===== config.mk =====
export PLATFORM = sky130hd
export DESIGN_NAME = sfcl_latches
export DESIGN_NICKNAME = d
export VERILOG_FILES = /design/src/design/sfcl_pkg.sv /design/src/design/sfcl_word_if.sv /design/src/design/sfcl_serial_rx.sv /design/src/design/sfcl_latches.sv
export SDC_FILE = /design/constraint.sdc
export NUM_CORES = 1
export LEC_CHECK = 0
export BUFFER_PORTS_ARGS = -buffer_cell sky130_fd_sc_hd__buf_2
export CORE_UTILIZATION = 53
export DETAILED_ROUTE_END_ITERATION = 6
export GPL_ROUTABILITY_DRIVEN = 0
export PLACE_DENSITY = 0.8
export SYNTH_ARGS = -nofsm -noshare
export SYNTH_HDL_FRONTEND = slang
export SYNTH_HIERARCHICAL = 1
export SYNTH_SLANG_ARGS = --single-unit

===== constraint.sdc =====
create_clock -name clock -period 2 [get_ports clock]
set_input_delay 0.2 -clock clock [delete_from_list [all_inputs] [get_ports clock]]
set_output_delay 0.2 -clock clock [all_outputs]
set_load 0.05 [all_outputs]

===== src/design/sfcl_pkg.sv =====
package sfcl_pkg;

   // serial word
   localparam int WORD_W = 24;
   localparam int SEL2_W = 2;
   localparam int SEL3_W = 3;
   localparam logic [1:0] SEL2_CONTROL = 2'h0;
   localparam logic [1:0] SEL2_LO = 2'h2;
   localparam logic [2:0] SEL3_TX = 3'h1;
   localparam logic [2:0] SEL3_CAL = 3'h5;

   // synchroniser lanes
   localparam int SER_CLK = 0;
   localparam int SER_DAT = 1;
   localparam int SER_LE = 2;
   localparam int PIN_LOCK = 0;
   localparam int PIN_REF = 1;
   localparam int PIN_MAN = 2;
   localparam int PIN_N = 3;

   // control latch fields
   localparam int CTL_SPARE_LO = 2;
   localparam int CTL_SPARE_HI = 3;
   localparam int CTL_HOLD = 4;
   localparam int CTL_POL = 5;
   localparam int CTL_TRI = 6;
   localparam int CTL_TXMUTE = 7;
   localparam int CTL_LOMUTE = 8;
   localparam int CTL_MUX = 9;
   localparam int MUX_W = 3;
   localparam int CTL_CPI = 12;
   localparam int CPI_W = 3;
   localparam int CTL_TXPWR = 15;
   localparam int CTL_LOPWR = 17;
   localparam int PWR_W = 2;
   localparam int CTL_TX_OFF = 19;
   localparam int CTL_OSC_OFF = 20;
   localparam int CTL_SYN_OFF = 21;
   localparam int CTL_RXF_OFF = 22;

   // fields shared by transmit and calibration latches
   localparam int PH_POS = 21;
   localparam int PH_W = 3;
   localparam int TMOD_POS = 18;
   localparam int TMOD_W = 3;
   localparam int BSC_POS = 16;
   localparam int BSC_W = 2;

   // transmit latch
   localparam int TX_REF_POS = 3;
   localparam int REF_W = 13;

   // calibration latch
   localparam int CAL_TO_POS = 3;
   localparam int CAL_TO_W = 6;
   localparam int CAL_DIV_POS = 9;
   localparam int CAL_DIV_W = 6;
   localparam int CAL_TRIG = 15;

   // local oscillator latch
   localparam int LO_A_POS = 2;
   localparam int A_W = 5;
   localparam int LO_B_POS = 7;
   localparam int B_W = 13;
   localparam int LO_FB = 20;
   localparam int LO_GAIN = 21;
   localparam int LO_PRE_POS = 22;
   localparam int PRE_W = 2;

   // codes
   localparam logic [2:0] RX_LO_OFF = 3'h7;
   localparam logic [2:0] TMOD_BOTH_I = 3'h1;
   localparam logic [2:0] TMOD_BOTH_Q = 3'h2;
   localparam logic [2:0] CPI_MAX = 3'h7;
   localparam logic MIX_I = 1'b0;
   localparam logic MIX_Q = 1'b1;

   typedef enum logic [1:0] {
      BOOST_IDLE = 2'h1,
      BOOST_RUN = 2'h2
   } sfcl_boost_t;

   // level changes once the second and third stage agree
   function automatic logic [2:0] agree_level(input logic [2:0] s2,
                                             input logic [2:0] s3,
                                             input logic [2:0] held);
      return (~(s2 ^ s3) & s3) | ((s2 ^ s3) & held);
   endfunction

endpackage


===== src/design/sfcl_word_if.sv =====
interface sfcl_word_if;
   import sfcl_pkg::*;
   logic [WORD_W-1:0] word;
   logic load;
   modport source (output word, output load);
   modport sink (input word, input load);
endinterface


===== src/design/sfcl_serial_rx.sv =====
module sfcl_serial_rx
   import sfcl_pkg::*;
(
   input wire logic clock,
   input wire logic reset_n,
   input wire logic serial_clock,
   input wire logic serial_in,
   input wire logic load_enable,
   sfcl_word_if.source word_port
);

   logic [2:0] ser_s1_ff;
   logic [2:0] ser_s2_ff;
   logic [2:0] ser_s3_ff;
   logic [2:0] ser_lvl_ff;
   logic [2:0] nxt_ser_lvl;
   logic [2:0] ser_rise;
   logic [WORD_W-1:0] shift_ff;
   logic [WORD_W-1:0] nxt_shift;
   logic [WORD_W-1:0] word_ff;
   logic [WORD_W-1:0] nxt_word;
   logic load_ff;
   logic nxt_load;

   // shift msb first, copy out on load strobe
   always_comb begin
      nxt_ser_lvl = agree_level(ser_s2_ff, ser_s3_ff, ser_lvl_ff);
      ser_rise = nxt_ser_lvl & ~ser_lvl_ff;
      nxt_shift = shift_ff;
      if (ser_rise[SER_CLK]) begin
         nxt_shift = {shift_ff[WORD_W-2:0], nxt_ser_lvl[SER_DAT]};
      end
      nxt_load = ser_rise[SER_LE];
      nxt_word = ser_rise[SER_LE] ? shift_ff : word_ff;
   end

   always_ff @(posedge clock) begin
      if (!reset_n) begin
         ser_s1_ff <= '0;
         ser_s2_ff <= '0;
         ser_s3_ff <= '0;
         ser_lvl_ff <= '0;
         shift_ff <= '0;
         word_ff <= '0;
         load_ff <= 1'b0;
      end else begin
         ser_s1_ff <= {load_enable, serial_in, serial_clock};
         ser_s2_ff <= ser_s1_ff;
         ser_s3_ff <= ser_s2_ff;
         ser_lvl_ff <= nxt_ser_lvl;
         shift_ff <= nxt_shift;
         word_ff <= nxt_word;
         load_ff <= nxt_load;
      end
   end

   assign word_port.word = word_ff;
   assign word_port.load = load_ff;

   a_load_word_copy: assert property (
      @(posedge clock) disable iff (!reset_n)
      load_ff |-> word_ff == $past(shift_ff))
      else $error("loaded word differs from shift register");

   a_load_single_pulse: assert property (
      @(posedge clock) disable iff (!reset_n)
      load_ff |=> !load_ff)
      else $error("load strobe longer than one cycle");

endmodule


===== src/design/sfcl_latches.sv =====
// Function
// - word with low select bits 00 loads the control latch.
// - four power-down bits power down rx filter, synth, oscillator, transmit.
// - lo mute bit keeps lo outputs off until pll lock.
// - tx mute bit keeps transmit outputs off until pll lock.
// - pump tristate bit 1 floats charge pump, 0 normal.
// - phase polarity 1 positive; host uses 0 with inverting filter.
// - counter hold 1 holds reference, a and b counters in reset.
// - word with low select bits 001 loads the transmit latch.
// - rx lo phase field steps quarter cycles; one code disables output.
// - tx modulation field picks quadrature or one phase to both mixers.
// - thirteen-bit reference divider 1 to 8191; host never writes zero.
// - word with low select bits 101 loads the calibration latch.
// - calibration latch write with trigger set starts filter calibration.
// - six-bit divider divides reference input for calibration clock, 2 MHz.
// - boost lasts timeout value times divided calibration clock period.
// - zero timeout leaves boost to manual bit, host clears it.
// - word with low select bits 10 loads local_osc_latch; prescaler field.
// - pump gain 0 uses programmed current, 1 uses maximum.
// - feedback select 0 routes vco to n divider, 1 the mux.
// - thirteen-bit b counter field 3 to 8191.
// - five-bit a counter field 0 to 31.
module sfcl_latches
   import sfcl_pkg::*;
(
   input wire logic clock,
   input wire logic reset_n,
   input wire logic serial_clock,
   input wire logic serial_in,
   input wire logic load_enable,
   input wire logic pll_lock,
   input wire logic reference_input,
   input wire logic boost_manual,
   output logic rx_filter_powerdown,
   output logic synth_powerdown,
   output logic oscillator_powerdown,
   output logic transmit_powerdown,
   output logic lo_output_enable,
   output logic tx_output_enable,
   output logic pump_tristate,
   output logic phase_polarity,
   output logic counter_hold,
   output logic [2:0] mux_select,
   output logic [1:0] tx_power_level,
   output logic [1:0] lo_power_level,
   output logic [2:0] rx_lo_phase_field,
   output logic tx_mix_i_phase,
   output logic tx_mix_q_phase,
   output logic [1:0] band_clock_divider,
   output logic [12:0] reference_divider,
   output logic calibration_start,
   output logic calibration_clock_tick,
   output logic boost_active,
   output logic [1:0] prescaler_select,
   output logic [2:0] pump_current,
   output logic feedback_select,
   output logic [12:0] b_counter_field,
   output logic [4:0] a_counter_field
);

   sfcl_word_if word_bus ();

   sfcl_serial_rx u_rx (
      .clock(clock),
      .reset_n(reset_n),
      .serial_clock(serial_clock),
      .serial_in(serial_in),
      .load_enable(load_enable),
      .word_port(word_bus)
   );

   // pin synchronisers
   logic [PIN_N-1:0] pin_s1_ff, pin_s2_ff, pin_s3_ff, pin_lvl_ff;
   logic [PIN_N-1:0] nxt_pin_lvl;

   always_comb begin
      nxt_pin_lvl = agree_level(pin_s2_ff, pin_s3_ff, pin_lvl_ff);
   end
   always_ff @(posedge clock) begin
      if (!reset_n) begin
         pin_s1_ff <= '0;
         pin_s2_ff <= '0;
         pin_s3_ff <= '0;
         pin_lvl_ff <= '0;
      end else begin
         pin_s1_ff <= {boost_manual, reference_input, pll_lock};
         pin_s2_ff <= pin_s1_ff;
         pin_s3_ff <= pin_s2_ff;
         pin_lvl_ff <= nxt_pin_lvl;
      end
   end

   // latch decode
   logic [WORD_W-1:0] ctrl_ff, tx_ff, cal_ff, lo_ff;
   logic [WORD_W-1:0] nxt_ctrl, nxt_tx, nxt_cal, nxt_lo;
   logic [PH_W-1:0] phase_ff, nxt_phase;
   logic [TMOD_W-1:0] tmod_ff, nxt_tmod;
   logic [BSC_W-1:0] bsc_ff, nxt_bsc;
   logic cal_start_ff, nxt_cal_start;
   logic sel_ctrl, sel_tx, sel_cal, sel_lo;

   always_comb begin
      sel_ctrl = word_bus.load
                 && word_bus.word[SEL2_W-1:0] == SEL2_CONTROL;
      sel_lo = word_bus.load && word_bus.word[SEL2_W-1:0] == SEL2_LO;
      sel_tx = word_bus.load && word_bus.word[SEL3_W-1:0] == SEL3_TX;
      sel_cal = word_bus.load
                && word_bus.word[SEL3_W-1:0] == SEL3_CAL;
      nxt_ctrl = sel_ctrl ? word_bus.word : ctrl_ff;
      nxt_lo = sel_lo ? word_bus.word : lo_ff;
      nxt_tx = sel_tx ? word_bus.word : tx_ff;
      nxt_cal = sel_cal ? word_bus.word : cal_ff;
      nxt_phase = phase_ff;
      nxt_tmod = tmod_ff;
      nxt_bsc = bsc_ff;
      if (sel_tx || sel_cal) begin
         nxt_phase = word_bus.word[PH_POS +: PH_W];
         nxt_tmod = word_bus.word[TMOD_POS +: TMOD_W];
         nxt_bsc = word_bus.word[BSC_POS +: BSC_W];
      end
      nxt_cal_start = sel_cal && word_bus.word[CAL_TRIG];
   end
   always_ff @(posedge clock) begin
      if (!reset_n) begin
         ctrl_ff <= '0;
         tx_ff <= '0;
         cal_ff <= '0;
         lo_ff <= '0;
         phase_ff <= '0;
         tmod_ff <= '0;
         bsc_ff <= '0;
         cal_start_ff <= 1'b0;
      end else begin
         ctrl_ff <= nxt_ctrl;
         tx_ff <= nxt_tx;
         cal_ff <= nxt_cal;
         lo_ff <= nxt_lo;
         phase_ff <= nxt_phase;
         tmod_ff <= nxt_tmod;
         bsc_ff <= nxt_bsc;
         cal_start_ff <= nxt_cal_start;
      end
   end

   // derived outputs
   logic lo_en_ff, nxt_lo_en, tx_en_ff, nxt_tx_en;
   logic [CPI_W-1:0] pump_cur_ff, nxt_pump_cur;
   logic mix_i_ff, nxt_mix_i, mix_q_ff, nxt_mix_q;

   always_comb begin
      nxt_lo_en = !(ctrl_ff[CTL_LOMUTE] && !pin_lvl_ff[PIN_LOCK])
                  && phase_ff != RX_LO_OFF;
      nxt_tx_en = !(ctrl_ff[CTL_TXMUTE] && !pin_lvl_ff[PIN_LOCK]);
      nxt_pump_cur = lo_ff[LO_GAIN] ? CPI_MAX
                     : ctrl_ff[CTL_CPI +: CPI_W];
      case (tmod_ff)
         TMOD_BOTH_I: begin
            nxt_mix_i = MIX_I;
            nxt_mix_q = MIX_I;
         end
         TMOD_BOTH_Q: begin
            nxt_mix_i = MIX_Q;
            nxt_mix_q = MIX_Q;
         end
         default: begin
            nxt_mix_i = MIX_I;
            nxt_mix_q = MIX_Q;
         end
      endcase
   end
   always_ff @(posedge clock) begin
      if (!reset_n) begin
         lo_en_ff <= 1'b0;
         tx_en_ff <= 1'b0;
         pump_cur_ff <= '0;
         mix_i_ff <= MIX_I;
         mix_q_ff <= MIX_Q;
      end else begin
         lo_en_ff <= nxt_lo_en;
         tx_en_ff <= nxt_tx_en;
         pump_cur_ff <= nxt_pump_cur;
         mix_i_ff <= nxt_mix_i;
         mix_q_ff <= nxt_mix_q;
      end
   end

   // calibration clock divider
   logic [CAL_DIV_W-1:0] div_cnt_ff, nxt_div_cnt, cal_div;
   logic tick_ff, nxt_tick, ref_rise;

   always_comb begin
      ref_rise = nxt_pin_lvl[PIN_REF] & ~pin_lvl_ff[PIN_REF];
      cal_div = cal_ff[CAL_DIV_POS +: CAL_DIV_W];
      nxt_div_cnt = div_cnt_ff;
      nxt_tick = 1'b0;
      if (cal_div == '0) begin
         nxt_div_cnt = '0;
      end else if (ref_rise) begin
         if (div_cnt_ff >= cal_div - 6'h1) begin
            nxt_div_cnt = '0;
            nxt_tick = 1'b1;
         end else begin
            nxt_div_cnt = div_cnt_ff + 6'h1;
         end
      end
   end
   always_ff @(posedge clock) begin
      if (!reset_n) begin
         div_cnt_ff <= '0;
         tick_ff <= 1'b0;
      end else begin
         div_cnt_ff <= nxt_div_cnt;
         tick_ff <= nxt_tick;
      end
   end

   // high-pass boost timer
   sfcl_boost_t boost_state_ff, nxt_boost_state;
   logic [CAL_TO_W-1:0] boost_cnt_ff, nxt_boost_cnt, new_timeout;
   logic boost_ff, nxt_boost;

   always_comb begin
      new_timeout = word_bus.word[CAL_TO_POS +: CAL_TO_W];
      nxt_boost_state = boost_state_ff;
      nxt_boost_cnt = boost_cnt_ff;
      case (boost_state_ff)
         BOOST_IDLE: begin
            nxt_boost_cnt = '0;
         end
         BOOST_RUN: begin
            if (tick_ff) begin
               if (boost_cnt_ff == 6'h1) begin
                  nxt_boost_state = BOOST_IDLE;
                  nxt_boost_cnt = '0;
               end else begin
                  nxt_boost_cnt = boost_cnt_ff - 6'h1;
               end
            end
         end
         default: begin
            nxt_boost_state = BOOST_IDLE;
            nxt_boost_cnt = '0;
         end
      endcase
      if (sel_cal) begin
         if (new_timeout != '0) begin
            nxt_boost_state = BOOST_RUN;
            nxt_boost_cnt = new_timeout;
         end else begin
            nxt_boost_state = BOOST_IDLE;
            nxt_boost_cnt = '0;
         end
      end
      nxt_boost = boost_state_ff == BOOST_RUN
                  || (cal_ff[CAL_TO_POS +: CAL_TO_W] == '0
                      && pin_lvl_ff[PIN_MAN]);
   end
   always_ff @(posedge clock) begin
      if (!reset_n) begin
         boost_state_ff <= BOOST_IDLE;
         boost_cnt_ff <= '0;
         boost_ff <= 1'b0;
      end else begin
         boost_state_ff <= nxt_boost_state;
         boost_cnt_ff <= nxt_boost_cnt;
         boost_ff <= nxt_boost;
      end
   end

   // output map
   assign rx_filter_powerdown = ctrl_ff[CTL_RXF_OFF];
   assign synth_powerdown = ctrl_ff[CTL_SYN_OFF];
   assign oscillator_powerdown = ctrl_ff[CTL_OSC_OFF];
   assign transmit_powerdown = ctrl_ff[CTL_TX_OFF];
   assign lo_output_enable = lo_en_ff;
   assign tx_output_enable = tx_en_ff;
   assign pump_tristate = ctrl_ff[CTL_TRI];
   assign phase_polarity = ctrl_ff[CTL_POL];
   assign counter_hold = ctrl_ff[CTL_HOLD];
   assign mux_select = ctrl_ff[CTL_MUX +: MUX_W];
   assign tx_power_level = ctrl_ff[CTL_TXPWR +: PWR_W];
   assign lo_power_level = ctrl_ff[CTL_LOPWR +: PWR_W];
   assign rx_lo_phase_field = phase_ff;
   assign tx_mix_i_phase = mix_i_ff;
   assign tx_mix_q_phase = mix_q_ff;
   assign band_clock_divider = bsc_ff;
   assign reference_divider = tx_ff[TX_REF_POS +: REF_W];
   assign calibration_start = cal_start_ff;
   assign calibration_clock_tick = tick_ff;
   assign boost_active = boost_ff;
   assign prescaler_select = lo_ff[LO_PRE_POS +: PRE_W];
   assign pump_current = pump_cur_ff;
   assign feedback_select = lo_ff[LO_FB];
   assign b_counter_field = lo_ff[LO_B_POS +: B_W];
   assign a_counter_field = lo_ff[LO_A_POS +: A_W];

   a_ctrl_decode: assert property (
      @(posedge clock) disable iff (!reset_n)
      (word_bus.load && word_bus.word[SEL2_W-1:0] == SEL2_CONTROL)
      |=> ctrl_ff == $past(word_bus.word))
      else $error("control latch not loaded");
   a_tx_decode: assert property (
      @(posedge clock) disable iff (!reset_n)
      (word_bus.load && word_bus.word[SEL3_W-1:0] == SEL3_TX)
      |=> tx_ff == $past(word_bus.word) && ctrl_ff == $past(ctrl_ff))
      else $error("transmit latch not loaded");
   a_cal_decode: assert property (
      @(posedge clock) disable iff (!reset_n)
      (word_bus.load && word_bus.word[SEL3_W-1:0] == SEL3_CAL)
      |=> cal_ff == $past(word_bus.word) && tx_ff == $past(tx_ff))
      else $error("calibration latch not loaded");
   a_lo_decode: assert property (
      @(posedge clock) disable iff (!reset_n)
      (word_bus.load && word_bus.word[SEL2_W-1:0] == SEL2_LO)
      |=> lo_ff == $past(word_bus.word))
      else $error("local_osc_latch not loaded");
   a_lo_mute_lock: assert property (
      @(posedge clock) disable iff (!reset_n)
      (ctrl_ff[CTL_LOMUTE] && !pin_lvl_ff[PIN_LOCK]) |=> !lo_output_enable)
      else $error("lo output on before lock");
   a_tx_mute_lock: assert property (
      @(posedge clock) disable iff (!reset_n)
      (ctrl_ff[CTL_TXMUTE] && !pin_lvl_ff[PIN_LOCK]) |=> !tx_output_enable)
      else $error("tx output on before lock");
   a_cal_trigger: assert property (
      @(posedge clock) disable iff (!reset_n)
      ##1 calibration_start == $past(sel_cal && word_bus.word[CAL_TRIG]))
      else $error("calibration start mismatch");
   a_pump_gain_max: assert property (
      @(posedge clock) disable iff (!reset_n)
      lo_ff[LO_GAIN] |=> pump_current == CPI_MAX)
      else $error("pump gain not at maximum");
   a_boost_load: assert property (
      @(posedge clock) disable iff (!reset_n)
      (sel_cal && new_timeout != '0)
      |=> boost_state_ff == BOOST_RUN ##1 boost_active)
      else $error("boost did not start");
   a_boost_end: assert property (
      @(posedge clock) disable iff (!reset_n)
      (boost_state_ff == BOOST_RUN && boost_cnt_ff == 6'h1 && tick_ff
       && !sel_cal) |=> boost_state_ff == BOOST_IDLE)
      else $error("boost overran its timeout");
   a_boost_manual: assert property (
      @(posedge clock) disable iff (!reset_n)
      (boost_state_ff == BOOST_IDLE && cal_ff[CAL_TO_POS +: CAL_TO_W] == '0)
      |=> boost_active == $past(pin_lvl_ff[PIN_MAN]))
      else $error("manual boost not followed");
   a_cal_tick_gap: assert property (
      @(posedge clock) disable iff (!reset_n)
      (tick_ff && cal_div > 6'h1 && !sel_cal) |=> !tick_ff)
      else $error("calibration ticks too close");

endmodule


# Word-level counts from Yosys, hierarchy flattened
# Index checks and enable logic that the tools add are counted.
[op_classes]
n_lt_le_gt_ge = 1
n_shift = 0
n_eq_ne = 12
n_reduce_logical = 21
n_addsub = 3
multipliers = 0
bitwise = 16
muxes = 15
n_div = 0
[ops]
columns = ["operator", "count"]
rows = [
  ["6-bit two-way mux", 6],
  ["3-bit bitwise AND", 5],
  ["6-bit logical NOT", 2],
  ["6-bit by 1-bit subtractor with 6-bit output (second input constant)", 2],
  ["1-bit logical AND", 9],
  ["3-bit inequality test (second input constant)", 3],
  ["3-bit inverter", 3],
  ["2-bit two-way mux", 4],
  ["6-bit by 1-bit adder with 6-bit output (second input constant)", 1],
  ["3-bit by 1-bit equality test with 1-bit output (second input constant)", 2],
  ["6-bit by 1-bit equality test with 1-bit output (second input constant)", 1],
  ["6-bit greater-or-equal comparator", 1],
  ["3-bit bitwise OR", 2],
  ["6-bit nonzero test", 1],
  ["3-bit bitwise XOR", 2],
  ["2-bit equality test (second input constant)", 2],
  ["2-bit case mux with 2 select lines", 1],
  ["3-bit by 2-bit equality test with 1-bit output (second input constant)", 1],
  ["3-bit equality test (second input constant)", 1],
  ["1-bit logical NOT", 3],
  ["1-bit two-way mux", 3],
  ["3-bit two-way mux", 1],
  ["1-bit inverter", 3],
  ["3-bit AND reduction", 1],
  ["7 further kinds", 8],
]
[word_totals]
mem_count = 0
rom_bits = 0
ff_bits = 183
inputBits = 8
latchBits = 0
elab_cells = 97
ramBits = 0

# Longest topological paths before layout
[logic_depth]
word_depth = 7
ltp_mapped = 9

# Hierarchy
# The synthesis kept the hierarchy.
[by_module_without_submodules]
columns = ["mod", "seq_area_each_um2", "cells_each", "n_inst", "area_per_inst_um2"]
rows = [
  ["sfcl_latches", 2202.1, 512, 1, 4610.7],
  ["sfcl_serial_rx", 1221.2, 243, 1, 2274.7],
]

# Worst setup path after synthesis
# Ideal clock, no wire load.
[synth_path]
path_type = "flip-flop to flip-flop"
from = "register cal_ff[11]"
to = "register tick_ff (netlist: calibration_clock_tick)"
arrival_ps = 1859
path_stages_with_launch = 8
slack_ps = 61
synth_period_minus_slack_ps = 1939
t_required_ps = 1919
cell_sequence = "dfxtp_1 or3_1 nor3_1 xnor2_1 ha_1 a41oi_1 o2bb2ai_1 nor3b_1"
[synth_between]
elab_chain_len = 3
[synth_lines]
columns = ["element", "line", "rtl"]
rows = [
  ["start, declared", "sfcl_latches.sv:94", "logic [WORD_W-1:0] ctrl_ff, tx_ff, cal_ff, lo_ff;"],
  ["start signal, assigned", "sfcl_latches.sv:136", "cal_ff <= nxt_cal;"],
  ["6-bit by 1-bit subtractor with 6-bit output", "sfcl_latches.sv:199", "if (div_cnt_ff >= cal_div - 6'h1) begin"],
  ["6-bit greater-or-equal comparator", "sfcl_latches.sv:199", ""],
  ["1-bit two-way mux", "sfcl_latches.sv:199", ""],
  ["end signal, assigned", "sfcl_latches.sv:213", "tick_ff <= nxt_tick;"],
  ["end, declared", "sfcl_latches.sv:189", "logic tick_ff, nxt_tick, ref_rise;"],
]
# Several ways; a longest one is shown, not always the timed one.
# A chain may end at the register's enable or synchronous reset.

# Worst setup path after layout
# Same ends and word-level chain as after synthesis.

==> results.sh <==
export IMPL_outcome="complete, no violations"
export IMPL_worstMarginPinSlew_ps=757
export IMPL_powerDensity_mw_per_mm2=834
export IMPL_fillers=1041
export IMPL_clock_sinks=171
export IMPL_dp_slack_ps=-157
export IMPL_rsz0062_at_grt="true"
export IMPL_syn_to_final_growth_pct=14.6
export IMPL_post_drt_wl_per_cell_um=14.7
export IMPL_p_leak_nw=3.01
export IMPL_timing_fmax_mhz=509
export IMPL_yosysMostFrequentCell="nand2_1"
export IMPL_cp_cell_sequence="or3_4 > nor3_4 > xnor2_2 > ha_1 > a41oi_2 > o2bb2ai_4 > nor3b_2"
export IMPL_drt_iter0_markers=302
export IMPL_maxSlewViolCount=0
export IMPL_cts_buffers=17
export IMPL_drive_above_1_share_pct=20.3
export IMPL_synth_distinct_cells=52
export IMPL_antenna_found_initial=0
export IMPL_placed_cell_area_mm2=0.00716
export IMPL_end_kind="flip-flop"
export IMPL_cp_max_fo=7
export IMPL_synth_area_mm2=0.00689
export IMPL_num_rows=41
export IMPL_cts_buffer_depth=2
export IMPL_yosysSeqAreaShare_pct=49.7
export IMPL_p_total_w=0.00658
export IMPL_fin_skew_ps=9.33
export IMPL_die_height_um=116
export IMPL_met2_length_mm=7.38
export IMPL_timing_hold_ws_ps=181
export IMPL_yosys_most_used_dff="dfxtp_1"
export IMPL_postRouteWirelength_mm=14.5
export IMPL_worstPathRequired_ps=2350
export IMPL_n_antenna_cell=0
export IMPL_post_route_min_period_ps=1970
export IMPL_vias=5072
export IMPL_syn_inst=755
export IMPL_final_hold_violation_count=0
export IMPL_period_share_pct=98.3
export IMPL_io_buffers=70
export IMPL_synth_nets=774
export IMPL_die_area_mm2=0.0135
export IMPL_layout_setup_ws_ps=34.9
export IMPL_synth_async_reset_ratio_pct=0
export IMPL_synth_area_per_cell_um2=9.12
export IMPL_synth_edf_count=0
export IMPL_wl_met1_mm=6.20
export IMPL_min_path_type="in -> reg"
export IMPL_cp_start_kind="flip-flop"
export IMPL_grt_pass1_wl_mm=22.9
export IMPL_yosys_warnings=6
export IMPL_highest_layer="met4"
export IMPL_grt_pass1_vias=4850
export IMPL_die_width_um=116
export IMPL_drt_pass1_iterations=4
export IMPL_cpPeakStageDelay_ps=400
export IMPL_drc_errors=0
export IMPL_io_pins=71
export IMPL_ys_top_cells_by_count="nand2_1 (235), dfxtp_1 (171), a21boi_0 (81)"
export IMPL_worstPathArrival_ps=2310
export IMPL_met3_length_um=591
export IMPL_dp_hpwl_mm=9.67
export IMPL_cts_tree="done"
export IMPL_vias_per_cell=5.16
export IMPL_relSlewSlack_pct=49.2
export IMPL_yosys_top_cells_area="dfxtp_1 (50%), nand2_1 (13%), a21boi_0 (8.8%)"
export IMPL_ant_nets=0
export IMPL_setup_viol=0
export IMPL_yosysTopAreaCellShare_pct=49.7
export IMPL_ys_ff_latch=171
export IMPL_clkSlewWorstSetupHoldPaths_ps=60
export IMPL_synth_top_area_cell="dfxtp_1"
export IMPL_cts_root_buf="clkbuf_16"
export IMPL_grt_ovfl_total=0
export IMPL_worst_setup_path_type="reg -> reg"
export IMPL_grt_max_degree=41
export IMPL_start_util_pct=54.6
export IMPL_grt_usage_pct=22.0
export IMPL_irDropWorstVdd_uv=496
export IMPL_cp_slowest_cell="or3_4"
export IMPL_core_area_mm2=0.0126
export IMPL_drv_cap=0
export IMPL_design_area_mm2=0.00789
export IMPL_clk_latency_ps=430
export IMPL_nNetsFinal=818
export IMPL_cts_htree_levels=4
-- layout by cell type (no fill, tap or decap), drive strengths merged, types with 5 or more instances in the layout --
| cell | netlist | final |
|---|---|---|
| a211oi | 7 | 7 |
| a21boi | 121 | 121 |
| and2 | 20 | 20 |
| buf | 45 | 88 |
| clkbuf | 24 | 21 |
| clkinvlp | 0 | 5 |
| dfxtp | 171 | 171 |
| dlygate4sd3 | 0 | 6 |
| ha | 11 | 11 |
| inv | 9 | 10 |
| mux2i | 11 | 11 |
| nand2 | 235 | 235 |
| nand3 | 5 | 5 |
| nand3b | 5 | 5 |
| nor2 | 8 | 8 |
| nor2b | 11 | 11 |
| nor3 | 5 | 5 |
| o211a | 5 | 5 |
| o21ai | 11 | 11 |
| xnor2 | 7 | 7 |
-- metal layers --
layer  vias up  global-route usage (%)
met4         0                    10.3
li1       2555                       -
met3        23                    4.81
met2        85                    37.6
met5         -                       0
met1      2409                    26.3
-- sequential cells by signal (all words and copies together) (netlist names), 6 cells and up, named ones only --
register	cells
u_rx/word_port.word	24
tx_ff	13
cal_ff	12
ctrl_ff	19
lo_ff	22
u_rx/shift_ff	24
boost_cnt_ff	6
div_cnt_ff	6
-- per-stage QoR --
stage / instances / utilization, % / TNS (ps)
2_1_floorplan: 755 / - / 0
3_3_place_gp: 945 / 56.7 / -13.8
3_5_place_dp: 945 / 56.7 / -626
4_1_cts: 982 / 61.7 / 0
5_1_grt: 983 / 62.5 / -300
6_report: 983 / 62.5 / 0
-- final timing paths --
| path | cells after the start | startpoint | slack, ps | endpoint |
|---|---|---|---|---|
| worst max-delay path | 7 | cal_ff[11]$_SDFFE_PN0P_ | 30 | calibration_clock_tick$_SDFF_PP0_ |
| worst min-delay path | 2 | reset_n | 180 | tx_mix_q_phase$_SDFF_PN1_ |
| worst max register to register | 7 | cal_ff[11]$_SDFFE_PN0P_ | 30 | calibration_clock_tick$_SDFF_PP0_ |
| worst min register to register | 1 | u_rx/ser_s1_ff[0]$_SDFF_PN0_ | 430 | u_rx/ser_s2_ff[0]$_SDFF_PN0_ |
-- timing repair --
action | 4_1_cts | 5_1_grt
hold buffers | 6 | 0
endpoints found under the hold margin | 6 | 0
gates resized for setup | 5 | 19
pin swaps | 3 | 8
buffers inserted | 0 | 1
endpoints found under the setup margin | 7 | 7
-- power by group --
part	internal [W]	leakage, nW	total [W]	switching [W]
sequential	0.00342	1.38	0.00343	0.00000816
combinational	0.0000639	1.37	0.000125	0.0000609
clock	0.00174	0.252	0.00303	0.00129
-- cell type report --
cell class	count	area, um^2	area share (%)
Tap cell	172	215	2.73
Sequential cell	171	3430	43.4
Multi-Input combinational cell	506	3120	39.5
Inverter	9	33.8	0.428
Timing Repair Buffer	94	548	6.95
Clock inverter	10	95.1	1.21
Clock buffer	21	450	5.71
-- cell families after synthesis --
kind of cell	count (synthesis)	synth area share (%)
compound gates	158	18.2
xor+xnor	10	1.27
simple gates	315	20.5
mux	11	1.60
buf+inv	78	6.61
flops	171	49.7
fa+ha+maj	12	2.14
-- worst max-delay path: cells and delay by family (launching register included) --
kind	cells	cell delay, ps
compound gates	2	400
flops	1	320
fa+ha+maj	1	330
simple gates	3	770
xor+xnor	1	80
Note: power is estimated with default switching activity, not from simulation.
